<file path="config.mk">
export PLATFORM = sky130hd
export DESIGN_NAME = lbpw_preset
export DESIGN_NICKNAME = d
export VERILOG_FILES = /design/src/inc/lbpw_pkg.sv /design/src/hdl/lbpw_preset.sv
export SDC_FILE = /design/constraint.sdc
export NUM_CORES = 1
export LEC_CHECK = 0
export CORE_MARGIN = 4
export CORE_UTILIZATION = 51
export CTS_CLUSTER_SIZE = 28
export DETAILED_ROUTE_END_ITERATION = 8
export DONT_BUFFER_PORTS = 1
export GPL_TIMING_DRIVEN = 0
export PLACE_DENSITY = 0.66
export SYNTH_ARGS = -nofsm -noshare
export SYNTH_HDL_FRONTEND = slang
export SYNTH_SLANG_ARGS = --single-unit
</file>
<file path="constraint.sdc">
create_clock -name clk -period 6.25 [get_ports clk]
set_clock_uncertainty 0.15 [all_clocks]
set_input_delay 1.875 -clock clk [delete_from_list [all_inputs] [get_ports clk]]
set_output_delay 1.875 -clock clk [all_outputs]
set_load 0.01 [all_outputs]
</file>
<file path="src/inc/lbpw_pkg.sv">
// constants and state encoding for the brightness preset wire logic
package lbpw_pkg;
  localparam int unsigned CLK_PERIOD_PS     = 5000;
  localparam int unsigned TIMER_W           = 18;
  localparam int unsigned LEVEL_W           = 4;
  localparam logic [3:0]  LEVEL_MAX         = 4'hF;
  localparam logic [3:0]  LEVEL_MIN         = 4'h0;
  localparam logic        DIR_DOWN          = 1'b1;
  // times in microseconds as printed
  localparam int unsigned WINDOW_OPEN_US    = 35;
  localparam int unsigned WINDOW_CLOSE_US   = 50;
  localparam int unsigned DRIVE_DELAY_US    = 140;
  localparam int unsigned POWER_DOWN_US     = 1260;
  // least times round up, longest times round down
  localparam int unsigned WINDOW_OPEN_CYC   = (WINDOW_OPEN_US * 1000000 + CLK_PERIOD_PS - 1) / CLK_PERIOD_PS;
  localparam int unsigned WINDOW_CLOSE_CYC  = (WINDOW_CLOSE_US * 1000000) / CLK_PERIOD_PS;
  localparam int unsigned DRIVE_DELAY_CYC   = (DRIVE_DELAY_US * 1000000 + CLK_PERIOD_PS - 1) / CLK_PERIOD_PS;
  localparam int unsigned POWER_DOWN_CYC    = (POWER_DOWN_US * 1000000 + CLK_PERIOD_PS - 1) / CLK_PERIOD_PS;
  typedef enum logic [4:0] {
    ST_OFF    = 5'b00001,
    ST_SETUP  = 5'b00010,
    ST_PRESET = 5'b00100,
    ST_IGNORE = 5'b01000,
    ST_RUN    = 5'b10000
  } lbpw_state_t;
endpackage : lbpw_pkg

</file>
<file path="src/hdl/lbpw_preset.sv">
// power-up brightness preset logic behind the single brightness control wire
//
// Overview of operation
// - first edge outside the setup window: presetting ignored, start at full brightness.
// - led drive stays off until wire is high 140 us after last preset edge.
// - shutdown clears stored level and counting direction back to defaults.
// - in presetting the very first falling edge counts as a brightness step.
// - no direction change recognised while presetting; counter stays counting down.
// - without a valid preset the device starts at level 15, counting down.
// - counting down below level 0 wraps the level to 15.
// - level changes only on falling edges and at shutdown (back to 15); other changes depend on timed levels.
module lbpw_preset #(
  parameter int unsigned WindowOpenCyc  = lbpw_pkg::WINDOW_OPEN_CYC,
  parameter int unsigned WindowCloseCyc = lbpw_pkg::WINDOW_CLOSE_CYC,
  parameter int unsigned DriveDelayCyc  = lbpw_pkg::DRIVE_DELAY_CYC,
  parameter int unsigned PowerDownCyc   = lbpw_pkg::POWER_DOWN_CYC
) (
  input  wire logic                         clk,
  input  wire logic                         arst_n,
  input  wire logic                         brightnessControlWire,
  output logic [lbpw_pkg::LEVEL_W-1:0]      brightnessLevel,
  output logic                              countDown,
  output logic                              driveEnable,
  output logic                              presetTaken
);
  import lbpw_pkg::*;

  localparam logic [TIMER_W-1:0] OPEN_T  = TIMER_W'(WindowOpenCyc);
  localparam logic [TIMER_W-1:0] CLOSE_T = TIMER_W'(WindowCloseCyc);
  localparam logic [TIMER_W-1:0] DRIVE_T = TIMER_W'(DriveDelayCyc);
  localparam logic [TIMER_W-1:0] DOWN_T  = TIMER_W'(PowerDownCyc);
  localparam logic [TIMER_W-1:0] T_ONE   = {{(TIMER_W-1){1'b0}}, 1'b1};
  localparam logic [TIMER_W-1:0] T_ZERO  = {TIMER_W{1'b0}};

  // wire synchroniser and edge detect
  logic wireMeta;
  logic wireSync;
  logic wirePrev;
  logic wireFall;

  always_ff @(posedge clk or negedge arst_n) begin
    if (!arst_n) begin
      wireMeta <= 1'b0;
      wireSync <= 1'b0;
      wirePrev <= 1'b0;
    end else begin
      wireMeta <= brightnessControlWire;
      wireSync <= wireMeta;
      wirePrev <= wireSync;
    end
  end

  assign wireFall = wirePrev & ~wireSync;

  // high and low duration counters, saturating
  logic [TIMER_W-1:0] highTimer;
  logic [TIMER_W-1:0] lowTimer;
  logic [TIMER_W-1:0] next_highTimer;
  logic [TIMER_W-1:0] next_lowTimer;

  always_comb begin
    next_highTimer = T_ZERO;
    next_lowTimer  = T_ZERO;
    if (wireSync) begin
      next_highTimer = (highTimer == DRIVE_T) ? highTimer : highTimer + T_ONE;
    end else begin
      next_lowTimer = (lowTimer == DOWN_T) ? lowTimer : lowTimer + T_ONE;
    end
  end

  always_ff @(posedge clk or negedge arst_n) begin
    if (!arst_n) begin
      highTimer <= T_ZERO;
      lowTimer  <= T_ZERO;
    end else begin
      highTimer <= next_highTimer;
      lowTimer  <= next_lowTimer;
    end
  end

  // control state
  lbpw_state_t state;
  lbpw_state_t next_state;
  logic [LEVEL_W-1:0] next_brightnessLevel;
  logic next_countDown;
  logic next_driveEnable;
  logic next_presetTaken;
  logic inWindow;
  logic powerDown;
  logic highLongEnough;

  assign inWindow       = (highTimer >= OPEN_T) && (highTimer <= CLOSE_T);
  assign powerDown      = !wireSync && (lowTimer >= DOWN_T - T_ONE);
  assign highLongEnough = wireSync && (highTimer >= DRIVE_T - T_ONE);

  always_comb begin
    next_state           = state;
    next_brightnessLevel = brightnessLevel;
    next_countDown       = DIR_DOWN;
    next_driveEnable     = driveEnable;
    next_presetTaken     = presetTaken;
    if (powerDown) begin
      next_state           = ST_OFF;
      next_brightnessLevel = LEVEL_MAX;
      next_countDown       = DIR_DOWN;
      next_driveEnable     = 1'b0;
      next_presetTaken     = 1'b0;
    end else begin
      case (state)
        ST_OFF: begin
          next_brightnessLevel = LEVEL_MAX;
          next_driveEnable     = 1'b0;
          if (wireSync) begin
            next_state = ST_SETUP;
          end
        end
        ST_SETUP: begin
          if (wireFall && inWindow) begin
            next_state           = ST_PRESET;
            next_presetTaken     = 1'b1;
            next_brightnessLevel = brightnessLevel - 4'h1;
          end else if (wireFall) begin
            next_state = ST_IGNORE;
          end else if (highLongEnough) begin
            next_state       = ST_RUN;
            next_driveEnable = 1'b1;
          end
        end
        ST_PRESET: begin
          if (wireFall) begin
            next_brightnessLevel = (brightnessLevel == LEVEL_MIN) ? LEVEL_MAX : brightnessLevel - 4'h1;
          end else if (highLongEnough) begin
            next_state       = ST_RUN;
            next_driveEnable = 1'b1;
          end
        end
        ST_IGNORE: begin
          if (highLongEnough) begin
            next_state       = ST_RUN;
            next_driveEnable = 1'b1;
          end
        end
        ST_RUN: begin
          next_driveEnable = 1'b1;
        end
        default: begin
          next_state           = ST_OFF;
          next_brightnessLevel = LEVEL_MAX;
          next_driveEnable     = 1'b0;
          next_presetTaken     = 1'b0;
        end
      endcase
    end
  end

  always_ff @(posedge clk or negedge arst_n) begin
    if (!arst_n) begin
      state           <= ST_OFF;
      brightnessLevel <= LEVEL_MAX;
      countDown       <= DIR_DOWN;
      driveEnable     <= 1'b0;
      presetTaken     <= 1'b0;
    end else begin
      state           <= next_state;
      brightnessLevel <= next_brightnessLevel;
      countDown       <= next_countDown;
      driveEnable     <= next_driveEnable;
      presetTaken     <= next_presetTaken;
    end
  end

  // checks
  a_first_edge_counts: assert property (
    @(posedge clk) disable iff (!arst_n)
    (state == ST_SETUP && wireFall && inWindow && !powerDown)
      |=> (brightnessLevel == $past(brightnessLevel) - 4'h1) && state == ST_PRESET)
    else $error("first preset edge not counted");

  a_outside_window: assert property (
    @(posedge clk) disable iff (!arst_n)
    (state == ST_SETUP && wireFall && !inWindow)
      |=> state == ST_IGNORE && brightnessLevel == LEVEL_MAX)
    else $error("edge outside setup window not ignored");

  a_level_wrap: assert property (
    @(posedge clk) disable iff (!arst_n)
    (state == ST_PRESET && wireFall && brightnessLevel == LEVEL_MIN) |=> brightnessLevel == LEVEL_MAX)
    else $error("level did not wrap to fifteen");

  a_drive_held_off: assert property (
    @(posedge clk) disable iff (!arst_n)
    (state == ST_PRESET && !wireSync) |=> !driveEnable ##1 !driveEnable)
    else $error("drive enabled before start-up delay");

  a_drive_after_delay: assert property (
    @(posedge clk) disable iff (!arst_n)
    (state == ST_PRESET && wireSync && highTimer == DRIVE_T - 18'h2) |=> ##1 driveEnable)
    else $error("drive not enabled after start-up delay");

  a_shutdown_clears: assert property (
    @(posedge clk) disable iff (!arst_n)
    (!wireSync && lowTimer == DOWN_T - T_ONE)
      |=> state == ST_OFF && brightnessLevel == LEVEL_MAX && countDown && !driveEnable && !presetTaken)
    else $error("shutdown did not clear level and direction");

  a_direction_down: assert property (
    @(posedge clk) disable iff (!arst_n)
    (state == ST_PRESET) |-> countDown)
    else $error("direction changed during presetting");

  a_level_on_fall: assert property (
    @(posedge clk) disable iff (!arst_n)
    (brightnessLevel != $past(brightnessLevel)) |-> ($past(wireFall) || state == ST_OFF))
    else $error("level changed without a falling edge");

  a_default_start: assert property (
    @(posedge clk) disable iff (!arst_n)
    (state == ST_SETUP && !wireFall && highLongEnough) |=> driveEnable && brightnessLevel == LEVEL_MAX)
    else $error("default start not at full brightness");

  a_sync_delay: assert property (
    @(posedge clk) disable iff (!arst_n)
    $rose(wireSync) |=> highTimer == T_ONE)
    else $error("high timer not started on rising wire");

endmodule : lbpw_preset

</file>
# After elaboration in Yosys (flattened, before gate mapping)
# Cells that the tools add are included.
[classes]
n_addsub = 3
mul = 0
div = 0
n_lt_le_gt_ge = 4
n_eq_ne = 17
shifts = 0
n_mux = 24
bitwise_logic = 2
n_reduce_logical = 11
[op_table]
columns = ["cell", "count"]
rows = [
  ["two-way mux 18 bit", 4],
  ["adder 18 x 1 -> 18 bit, second input constant", 2],
  ["two-way mux 5 bit", 6],
  ["case mux 5 bit (5 select lines)", 1],
  ["equality test 18 x 15 -> 1 bit, second input constant", 1],
  ["equality test 18 bit, second input constant", 1],
  [">= comparator 18 x 13 -> 1 bit, second input constant", 1],
  [">= comparator 18 x 15 -> 1 bit, second input constant", 1],
  [">= comparator 18 bit, second input constant", 1],
  ["less-or-equal comparator 18 x 14 -> 1 bit, second input constant", 1],
  ["two-way mux 4 bit", 4],
  ["inequality test 3 bit, second input constant", 5],
  ["case mux 4 bit (3 select lines)", 1],
  ["two-way mux 1 bit", 6],
  ["inequality test 2 bit, second input constant", 3],
  ["AND reduction 3 bit", 2],
  ["equality test 5 x 1 -> 1 bit, second input constant", 1],
  ["equality test 5 x 2 -> 1 bit, second input constant", 1],
  ["equality test 5 x 3 -> 1 bit, second input constant", 1],
  ["equality test 5 x 4 -> 1 bit, second input constant", 1],
  ["equality test 5 bit, second input constant", 1],
  ["logical AND 1 bit", 4],
  ["zero test 4 bit", 1],
  ["inequality test 2 x 1 -> 1 bit, second input constant", 2],
  ["9 further kinds", 9],
]
[word_totals]
regBits = 50
latch_bits = 0
mem_bits_rw = 0
mem_bits_ro = 0
input_bits = 3
out_inout_bits = 7
elab_cells = 70
n_memories = 0

# Longest topological paths before layout
# Gate-level depths: netlist (run 1).
[logic_depth]
word_depth = 7
depth_mapped = 8
depth_no_buf = 8

# Worst setup path after synthesis (run 1)
# OpenSTA, ideal clock, no wires.
[synth_path]
path_type = "flip-flop to output port"
from = "register brightnessLevel[2] in the netlist's numbering"
to = "output brightnessLevel[2] in the netlist's numbering"
t_arrival_ns = 0.554
required_ns = 4.225
setup_slack_ns = 3.671
stages_incl_launch_ff = 1
path_buffers = 0
cell_sequence = "dfstp_2"
[synth_lines]
columns = ["element", "line_no", "text"]
rows = [
  ["from (decl)", "lbpw_preset.sv:21", "output logic [lbpw_pkg::LEVEL_W-1:0] brightnessLevel,"],
  ["from (signal assigned)", "lbpw_preset.sv:165", "brightnessLevel <= next_brightnessLevel;"],
]
# No word-level cell between the ends.

# Worst setup path in the final report (run 1)
[layout_path]
from = "register brightnessLevel[2] in the netlist's numbering"
to = "output brightnessLevel[2] in the netlist's numbering"
# No word-level cell between the ends.

==> results of run 1 <==
[stage by stage]
| stage | power [mW] | util |
|---|---|---|
| final | 0.715 | 0.564 |
| after global routing | 0.758 | 0.564 |
| after global placement | 0.517 | 0.547 |
| after floorplan | 0.492 | - |
| after detailed placement | 0.519 | 0.547 |
| after CTS | 0.719 | 0.564 |
[synthesized netlist by cell type (all sizes together) (6+ instances only)]
cell and count:
a21oi 12, buf 6, xor2 18, nor3 12, dfrtp 45, nor2 38
nand4 9, nor2b 8, and2 13, nand2b 7, o21ai 11, xnor2 15
nand3 18, nand2 21, clkbuf 9, inv 8
[path summary, 6_finish.rpt]
| check | end | slack [ns] | cells past startpoint |
|---|---|---|---|
| worst max-delay path | brightnessLevel[2] | 3.32 | 0 |
| worst min-delay path | wireSync | 0.22 | 0 |
| worst max register to register | state[3] | 3.92 | 6 |
| worst min register to register | wireSync | 0.22 | 0 |
| max in group asynchronous | brightnessLevel[0] | 4.67 | 0 |
| min in group asynchronous | wireSync | 1.11 | 0 |
[routing by layer]
layer  routed length [um]  vias up
li1                     -     1112
met1                 2940     1090
met2                 2610       30
met3                  157        2
met4                   30        0
met5                    0        -
[area by class of cell]
cell class	instances	share of cell area
Tap cell	72	0.0288
Multi-Input combinational cell	241	0.504
Inverter	9	0.0108
Clock inverter	2	0.00400
Buffer	15	0.0236
Sequential cell	50	0.402
Clock buffer	6	0.0264
[cell families (layout without fill, tap and decap cells)]
group           count (synthesis)  after routing  share of synthesized area
compound gates                 47             47                      0.125
xor+xnor                       33             33                     0.0983
fa+ha+maj                       5              5                     0.0213
buf+inv                        24             32                     0.0366
flops                          50             50                      0.427
mux                             2              2                    0.00723
other cells                     1              1                    0.00127
simple gates                  153            153                      0.282
[registers in the layout, indices dropped and copies added, names as in the netlist]
signal           count
brightnessLevel      4
presetTaken          1
lowTimer            18
driveEnable          1
wireMeta             1
wirePrev             1
highTimer           18
state                5
wireSync             1
[power breakdown]
group | internal, mW | switching (mW)
Sequential | 0.343 | 0.0134
Combinational | 0.0686 | 0.0910
Clock | 0.0893 | 0.110
Total | 0.501 | 0.214
==> metrics.md, run 1 <==
| Metric | Value |
|---|---|
| Status | finished clean |
| VDD IR max | around 0.15 mV |
| Clock-pin transition on the worst setup and hold timing paths | 0.10 ns |
| Post-Route WL | ~5700 um |
| Seq cells post-synth | 50 |
| Root Driver | clkbuf_8 |
| Most frequent cells in the layout | 45 x dfrtp_1, 38 x nor2_1, 21 x nand2_1 |
| Die Wd | 83.9 um |
| Met2 Use GR | 0.285 |
| Layout cell share with drive strength beyond 1 | 0.0898 |
| Worst slew pin tran | 0.668 ns |
| Max-cap violation count | 0 |
| Top FF cell, synth | dfrtp_1 |
| Hold-fix buffers, CTS | 0 |
| Area of the multi-input gates | about 1600 um2 |
| Avg Cell Area, Syn | 9.34 um2 |
| Placeable Area | 5540 um2 |
| Placer Congestion | just over 0.8 |
| Area grow syn2layout | 6.30% |
| Register area share after synthesis | 0.427 |
| CTS buffer count | 5 |
| Top-area cell type share of the netlist area | 0.383 |
| Async set-reset flop share out of synthesis | 1.00 |
| GR peak layer | met2 |
| WHS | between 0.2 and 0.25 ns |
| Routed wire length per instance | 14.5 um |
| Vias in the first global route | 2231 |
| Syn Inst Count | 315 |
| Detail Route Antenna Nets | 0 |
| Critical-path maximum fanout | 5 |
| Synth cell types | between 50 and 60 |
| Final worst path period need | 2.93 ns |
| Most common cell after layout, fill and taps aside | dfrtp_1 |
| Core Rows | 27 |
| Worst Path Arrival | about 0.90 ns |
| CP Capture Type | output port |
| First-pass GRT wire length | 10400 um |
| Area of the die | 7050 um2 |
| IO buf count | 0 |
| Total congestion overflow | 0 |
| Total number of vias | 2234 |
| Final setup fails | 0 |
| Die height | 83.9 um |
| Worst Min Path Start | wireMeta |
| Clock sinks | 50 |
| Clock latency on the worst-skew pair | around 0.30 ns |
| Crit start category | flop |
| Met1 Usage GRT | 0.246 |
| Post-route cell area | 3130 um2 |
| Area after DPL | 3030 um2 |
| Htree depth | 2 |
| DP HPWL | slightly below 4000 um |
| Iter 0 DRT Violations | 88 |
| Largest net degree at the start of global routing | 51 |
| # IOs | 10 |
| Critical path type | flop to output port |
| Pwr/cell area | 229 nW/um2 |
| Max Fclk | 0.341 GHz |
| Origin of the worst setup path | brightnessLevel[2] |
| # DRC | 0 |
| Syn Nets | 323 |
| Diode count | 0 |
| Dpl ws | 3.65 ns |
| Yosys warns | 0 |
| Met3 usage | 0.0316 |
| Max clock buf depth | 2 |
| Unrepaired setup endpoints after global routing | no |
| Static Leak | about 1.3 nW |
| Worst flop-to-flop path startpoint | highTimer[1] |
| Initial antenna violation count | 0 |
| Tcrit/Tclk final | 0.469 |
| Yosys top cell by area | dfrtp_1 |
| Post-Syn Area | 2940 um2 |
| CTS tree | built |
| Slew margin rel. | 0.551 |
| Non-Filler Instances | just under 400 |
| Post-synth EDFFs | 0 |
| Final hold violations | 0 |
| Worst hold path type | flop to flop |
| FF/Latch Area | around 1300 um2 |
| Setup TNS | 0 ns |
| Data required, critical path | 4.22 ns |
| Post-CTS setup buffers | 0 |
| Number of placed cells counting well taps | 387 |
| Top cells by area, synth | dfrtp_1 38%, xor2_1 5.4%, nor2_1 4.8% |
| Layout Nets | 330 |
| Gr usage total | 0.177 |
| DR pass1 iterations | 4 |
| Final Worst Setup Slack | 3.32 ns |
| Fillcell total | between 500 and 600 |
| Drt via density | between 5 and 6 |
| Max-slew violations | 0 |
| Initial cell density of the core | 0.531 |
| Post-CTS sizing | 0 |
Power figures use the tool's default switching activity.
==> inputs of run 2 (changes only) <==
ABC_AREA = 1   (was not set)
clock period = 2.7 ns   (was 6.25 ns; I/O delays follow)
==> metrics.md, run 2 <==
| Metric | Value |
|---|---|
| Power Internal | 1.34 mW |
| Max incr delay on CP | between 0.4 and 0.5 ns |
| Hold-fix buffers, CTS | 0 |
| Top cells by area, synth | dfrtp_1 38%, nand2_1 10%, inv_1 7.6% |
| Met1 Usage GRT | 0.243 |
| Max-slew violations | 0 |
| Seq cells post-synth | 50 |
| Clk pwr share | 0.351 |
| Layout cell share with drive strength beyond 1 | 0.102 |
| Post-Syn Area | about 3000 um2 |
| Final Worst Setup Slack | 0.814 ns |
| Most common cell after layout, fill and taps aside | nand2_1 |
| Htree depth | 2 |
| Syn Inst Count | 404 |
| Cell family contributing the most delay on the critical path | simple AND/OR/NAND/NOR gates |
| Initial antenna violation count | 0 |
| IO buf count | 0 |
| CTS buffer count | 5 |
| Core Rows | 27 |
| CP Capture Type | flop |
| Routed wire length per instance | 12.9 um |
| Placeable Area | 5570 um2 |
| Max Fclk | 0.530 GHz |
| Slowest stage cell, crit path | dfrtp_1 |
| Area of the die | between 7000 and 8000 um2 |
| Die height | 84.1 um |
| Sequential cell fraction of total power | 0.485 |
| CP Cell Sequence | ha_1 > nand2_1 > nor2_2 > nand2_2 > nor2_2 > nand2_1 > nor2_2 > a21oi_1 > o21a_1 |
| Fillcell total | 560 |
| Comb pwr share | 0.164 |
| Post-CTS setup buffers | 0 |
| Count leader, synth | nand2_1 |
| CP bufs+invs | 0 |
| Top FF cell, synth | dfrtp_1 |
| Clock-pin transition on the worst setup and hold timing paths | 0.10 ns |
| Crit start category | flop |
| Final setup fails | 0 |
| Setup TNS | 0 ns |
| Switching share of power | 0.277 |
| Worst Path Arrival | 1.94 ns |
| Crit-path most repeated cell | nor2_2 |
| Detail Route Antenna Nets | 0 |
| # IOs | 10 |
| Gr usage total | 0.193 |
| Vias in the first global route | 2576 |
| VDD IR max | ~0.28 mV |
| Most frequent cells in the layout | 80 x nand2_1, 60 x inv_1, 56 x nor2_1 |
| # DRC | 0 |
| Yosys top cell by area | dfrtp_1 |
| Layout Nets | between 400 and 500 |
| First-pass GRT wire length | 11200 um |
| Area grow syn2layout | 7.88% |
| Final worst path period need | between 1.5 and 2 ns |
| Synth cell types | 35 |
| Post-CTS sizing | 0 |
| Worst hold path type | input port to async pin |
| CTS tree | built |
| DR pass1 iterations | 5 |
| Data required, critical path | 2.75 ns |
| Root Driver | clkbuf_8 |
| Pwr/cell area | 580 nW/um2 |
| NetSw | ~0.5 mW |
| Post-Route WL | approximately 6200 um |
| Met2 Use GR | 0.321 |
| Max clock buf depth | 2 |
| Static Leak | 1.53 nW |
| GR peak layer | met2 |
| DP HPWL | about 4500 um |
| Tcrit/Tclk final | 0.698 |
| Avg Cell Area, Syn | 7.31 um2 |
| Initial cell density of the core | 0.530 |
| R2r setup slk | 0.81 ns |
| Non-Filler Instances | 484 |
| Largest net degree at the start of global routing | 51 |
| Top-area cell type share of the netlist area | 0.381 |
| Drt via density | 5.35 |
| Worst slew pin tran | 0.541 ns |
| Slew margin rel. | 0.639 |
| Met3 usage | 0.0375 |
| Critical-path maximum fanout | 5 |
| Die Wd | 84.1 um |
| Area after DPL | 3040 um2 |
| Register area share after synthesis | 0.426 |
| Total congestion overflow | 0 |
| Clock latency on the worst-skew pair | 0.31 ns |
| Final hold violations | 0 |
| Top flop regs | highTimer (18), lowTimer (18), state (5) |
| Number of placed cells counting well taps | around 480 |
| Unrepaired setup endpoints after global routing | no |
| Placer Congestion | 0.920 |
| Dpl ws | 0.848 ns |
| Diode count | 0 |
| Total number of vias | 2587 |
| Max-cap violation count | 0 |
| Status | finished clean |
| Clock sinks | 50 |
| Critical path type | flop to flop |
| Post-route cell area | 3190 um2 |
| WHS | 0.0283 ns |
| Most frequent cells after synthesis | 80 x nand2_1, 60 x inv_1, 56 x nor2_1 |
| Post-synth EDFFs | 0 |
| Yosys warns | 0 |
| Syn Nets | between 400 and 500 |
| Async set-reset flop share out of synthesis | 1.00 |
| Iter 0 DRT Violations | 250 |
-- run 2: cell types whose count changed in the layout (fill, tap and decap cells not counted), moves of 6 or more --
| cell | delta |
|---|---|
| xnor2_1 | -15 |
| nor2_1 | +18 |
| xor2_1 | -12 |
| and2_1 | -13 |
| nand3_1 | +16 |
| nand2_1 | +59 |
| a21oi_1 | +12 |
| inv_1 | +52 |
| nand2_2 | +6 |
| nor2_2 | +8 |
| nor2b_1 | -8 |
| clkbuf_1 | -6 |
| o21ai_0 | +15 |
| nand2b_1 | -7 |
-- run 2: cell type report --
cell class / count / area [um2] / area share
Tap cell: 72 / 90.1 / 0.0283
Multi-Input combinational cell: 285 / 1430 / 0.448
Clock buffer: 6 / 82.6 / 0.0259
Buffer: 6 / 31.3 / 0.00982
Sequential cell: 50 / 1260 / 0.395
Clock inverter: 2 / 60.1 / 0.0189
Inverter: 63 / 236 / 0.0742
-- run 2: worst paths after layout --
kind                             startpoint                  to  cells past startpoint
worst max-delay path            lowTimer[0]        lowTimer[12]                      9
worst min-delay path                 arst_n       highTimer[11]                      0
max in group asynchronous            arst_n  brightnessLevel[1]                      0
worst min register to register     wireMeta            wireSync                      0
worst max register to register  lowTimer[0]        lowTimer[12]                      9
min in group clk                   wireMeta            wireSync                      0
-- run 2: layer usage --
layer  share of wire  routed length (um)
met1            0.46                2870
met2            0.48                2970
met3           0.043                 265
met4           0.020                 123
met5               0                   0
-- run 2: worst reg2reg max path, stage by stage (launching register included) --
cell and delay, ns:
dfrtp_1 0.42, ha_1 0.19, nand2_1 0.11, nor2_2 0.17, nand2_2 0.09, nor2_2 0.17, nand2_1 0.11, nor2_2 0.16
a21oi_1 0.09, o21a_1 0.13
-- run 2: power by group through the flow --
| stage | combinational [mW] | sequential, mW | clock (mW) |
|---|---|---|---|
| floorplan | 0.248 | 0.898 | 0 |
| global placement | 0.296 | 0.911 | 0 |
| global route | 0.362 | 0.909 | 0.694 |
| finish | 0.303 | 0.896 | 0.649 |
| CTS | 0.304 | 0.897 | 0.668 |
| detailed placement | 0.303 | 0.911 | 0 |
-- run 2: cells by family (layout without fill, tap and decap cells) --
family | after synthesis | count (layout) | share of synthesized area
AOI/OAI and AO/OA | 60 | 60 | 0.114
other | 1 | 1 | 0.00127
adders and majority gates | 5 | 5 | 0.0212
DFF | 50 | 50 | 0.426
xor gates and xnor gates | 6 | 6 | 0.0178
and+or+nand+nor | 213 | 213 | 0.330
buffers and inverters | 69 | 77 | 0.0907
-- run 2: through the flow --
step	util	power, mW
after CTS	0.571	1.87
after global placement	0.546	1.21
after detailed placement	0.546	1.21
final	0.571	1.85
after global routing	0.571	1.96
after floorplan	-	1.15
==> inputs of run 3 (changes only) <==
ABC_AREA = 0   (was 1)
PLACE_DENSITY = 0.69   (was 0.66)
clock period = 1.7 ns   (was 2.7 ns; I/O delays follow)
==> metrics.md, run 3 (synthesized netlist as in run 1, its figures left out) <==
| Metric | Value |
|---|---|
| Non-Filler Instances | 446 |
| Placeable Area | 5540 um2 |
| CTS tree | built |
| Status | complete, but fails checks |
| Max Used Layer | met4 |
| Detail Route Antenna Nets | 0 |
| DR pass1 iterations | 6 |
| Worst Path Arrival | roughly 2.3 ns |
| Met3 WL | around 300 um |
| Final Worst Setup Slack | -0.493 ns |
| Fillcell total | 370 |
| Data required, critical path | between 1.5 and 2 ns |
| Layout cell share with drive strength beyond 1 | 0.417 |
| Critical-path maximum fanout | 7 |
| Unrepaired setup endpoints after global routing | yes |
| Largest net degree at the start of global routing | 51 |
| Static Leak | about 1.7 nW |
| # DRC | 0 |
| NetSw | ~0.93 mW |
| Crit start category | flop |
| IO buf count | 0 |
| Area grow syn2layout | 37.9% |
| Clock latency on the worst-skew pair | 0.32 ns |
| Power Internal | about 2.2 mW |
| Initial cell density of the core | 0.531 |
| Slew margin rel. | 0.605 |
| Worst hold path type | input port to async pin |
| Final hold violations | 50 |
| Diode count | 0 |
| # IOs | 10 |
| Max Fclk | 0.456 GHz |
| VDD IR max | 0.597 mV |
| Max-slew violations | 0 |
| Root Driver | clkbuf_8 |
| Total number of vias | between 2000 and 3000 |
| DRT met1 WL | 3310 um |
| Area after DPL | 3140 um2 |
| DP HPWL | 4190 um |
| Switching share of power | 0.293 |
| Max-cap violation count | 0 |
| WHS | -0.280 ns |
| Post-route cell area | 4060 um2 |
| Critical path type | flop to flop |
| Most frequent cells in the layout | 40 x buf_4, 34 x dfrtp_1, 29 x nor2_1 |
| Htree depth | 2 |
| Clock-pin transition on the worst setup and hold timing paths | 0.10 ns |
| Tcrit/Tclk final | 1.29 |
| First-pass GRT wire length | 12200 um |
| Routed wire length per instance | 17.2 um |
| Pwr/cell area | between 700 and 800 nW/um2 |
| Initial antenna violation count | 0 |
| Comb pwr share | 0.258 |
| Violated checks | hold timing, setup timing |
| Core Rows | 27 |
| Final worst path period need | 2.19 ns |
| Area of the die | 7050 um2 |
| Iter 0 DRT Violations | 118 |
| Die Wd | 83.9 um |
| Gr usage total | 0.214 |
| Top flop regs | highTimer (18), lowTimer (18), state (5) |
| Drt via density | 5.86 |
| Total congestion overflow | 0 |
| Worst slew pin tran | 0.593 ns |
| Final setup fails | 31 |
| Clk pwr share | 0.322 |
| Placer Congestion | 0.861 |
| Dpl ws | -0.535 ns |
| Vias in the first global route | 2606 |
| Max clock buf depth | 2 |
| Clock sinks | 50 |
| Sequential cell fraction of total power | 0.420 |
| Number of placed cells counting well taps | 387 |
| CTS buffer count | 5 |
| Post-Route WL | 7680 um |
| Met2 WL | about 3900 um |
| Most common cell after layout, fill and taps aside | buf_4 |
| Die height | 83.9 um |
| CP Capture Type | flop |
| Layout Nets | 381 |
==> run 3: what timing repair did <==
action                                 in CTS  in global routing
pin swaps                                  27                 28
buffers inserted                           40                 18
setup endpoints to repair                  29                 44
endpoints found under the hold margin      50                 50
gates resized for setup                    61                 42
==> run 3: layout make-up <==
type / count / area (um2) / share of cell area
multi-input cells: 241 / 1960 / 0.484
flip-flops and latches: 50 / 1270 / 0.313
repair buffers: 53 / 450 / 0.111
plain buffers: 13 / 106 / 0.0262
well taps: 72 / 90.1 / 0.0222
clock buffers: 5 / 68.8 / 0.0170
clock inverters: 3 / 68.8 / 0.0170
inverters: 9 / 38.8 / 0.00956
==> run 3: worst max-delay path: stages (launching register included) <==
cell and delay [ns]:
dfrtp_1 0.41, or4_4 0.56, a2111oi_4 0.33, o21ai_2 0.12, o2bb2ai_4 0.23, and3_4 0.23
a31oi_1 0.09
==> run 3: routing by layer <==
metal / global-route usage / up-vias
li1: - / 1217
met1: 0.265 / 1315
met2: 0.363 / 64
met3: 0.0415 / 19
met4: 0.0892 / 0
met5: 0 / -
==> run 3: power groups by stage <==
stage	Combinational, mW	Clock, mW	Sequential, mW
finish	0.823	1.02	1.34
global route	0.889	1.09	1.34
CTS	0.712	1.03	1.34
detailed placement	0.598	0	1.34
global placement	0.572	0	1.33
floorplan	0.492	0	1.33
==> run 3: worst paths after layout <==
kind,startpoint,to,slack [ns],depth (start not counted)
worst max-delay path,highTimer[1],brightnessLevel[3],-0.49,6
worst min-delay path,arst_n,highTimer[16],-0.28,0
worst max register to register,highTimer[1],brightnessLevel[3],-0.49,6
worst min register to register,wireMeta,wireSync,0.21,0
max in group asynchronous,arst_n,brightnessLevel[1],1.49,0
min in group clk,brightnessControlWire,wireMeta,0.06,0
==> run 3: per-stage QoR <==
step	total power [mW]	setup TNS, ns	util	hold WS [ns]
5_1_grt	3.32	-9.78	0.732	-0.297
4_1_cts	3.08	-6.22	0.690	-0.279
2_1_floorplan	1.82	-3.00	-	0.0644
3_5_place_dp	1.93	-7.48	0.567	0.0658
3_3_place_gp	1.91	-7.18	0.567	0.0655
6_report	3.18	-7.58	0.732	-0.280
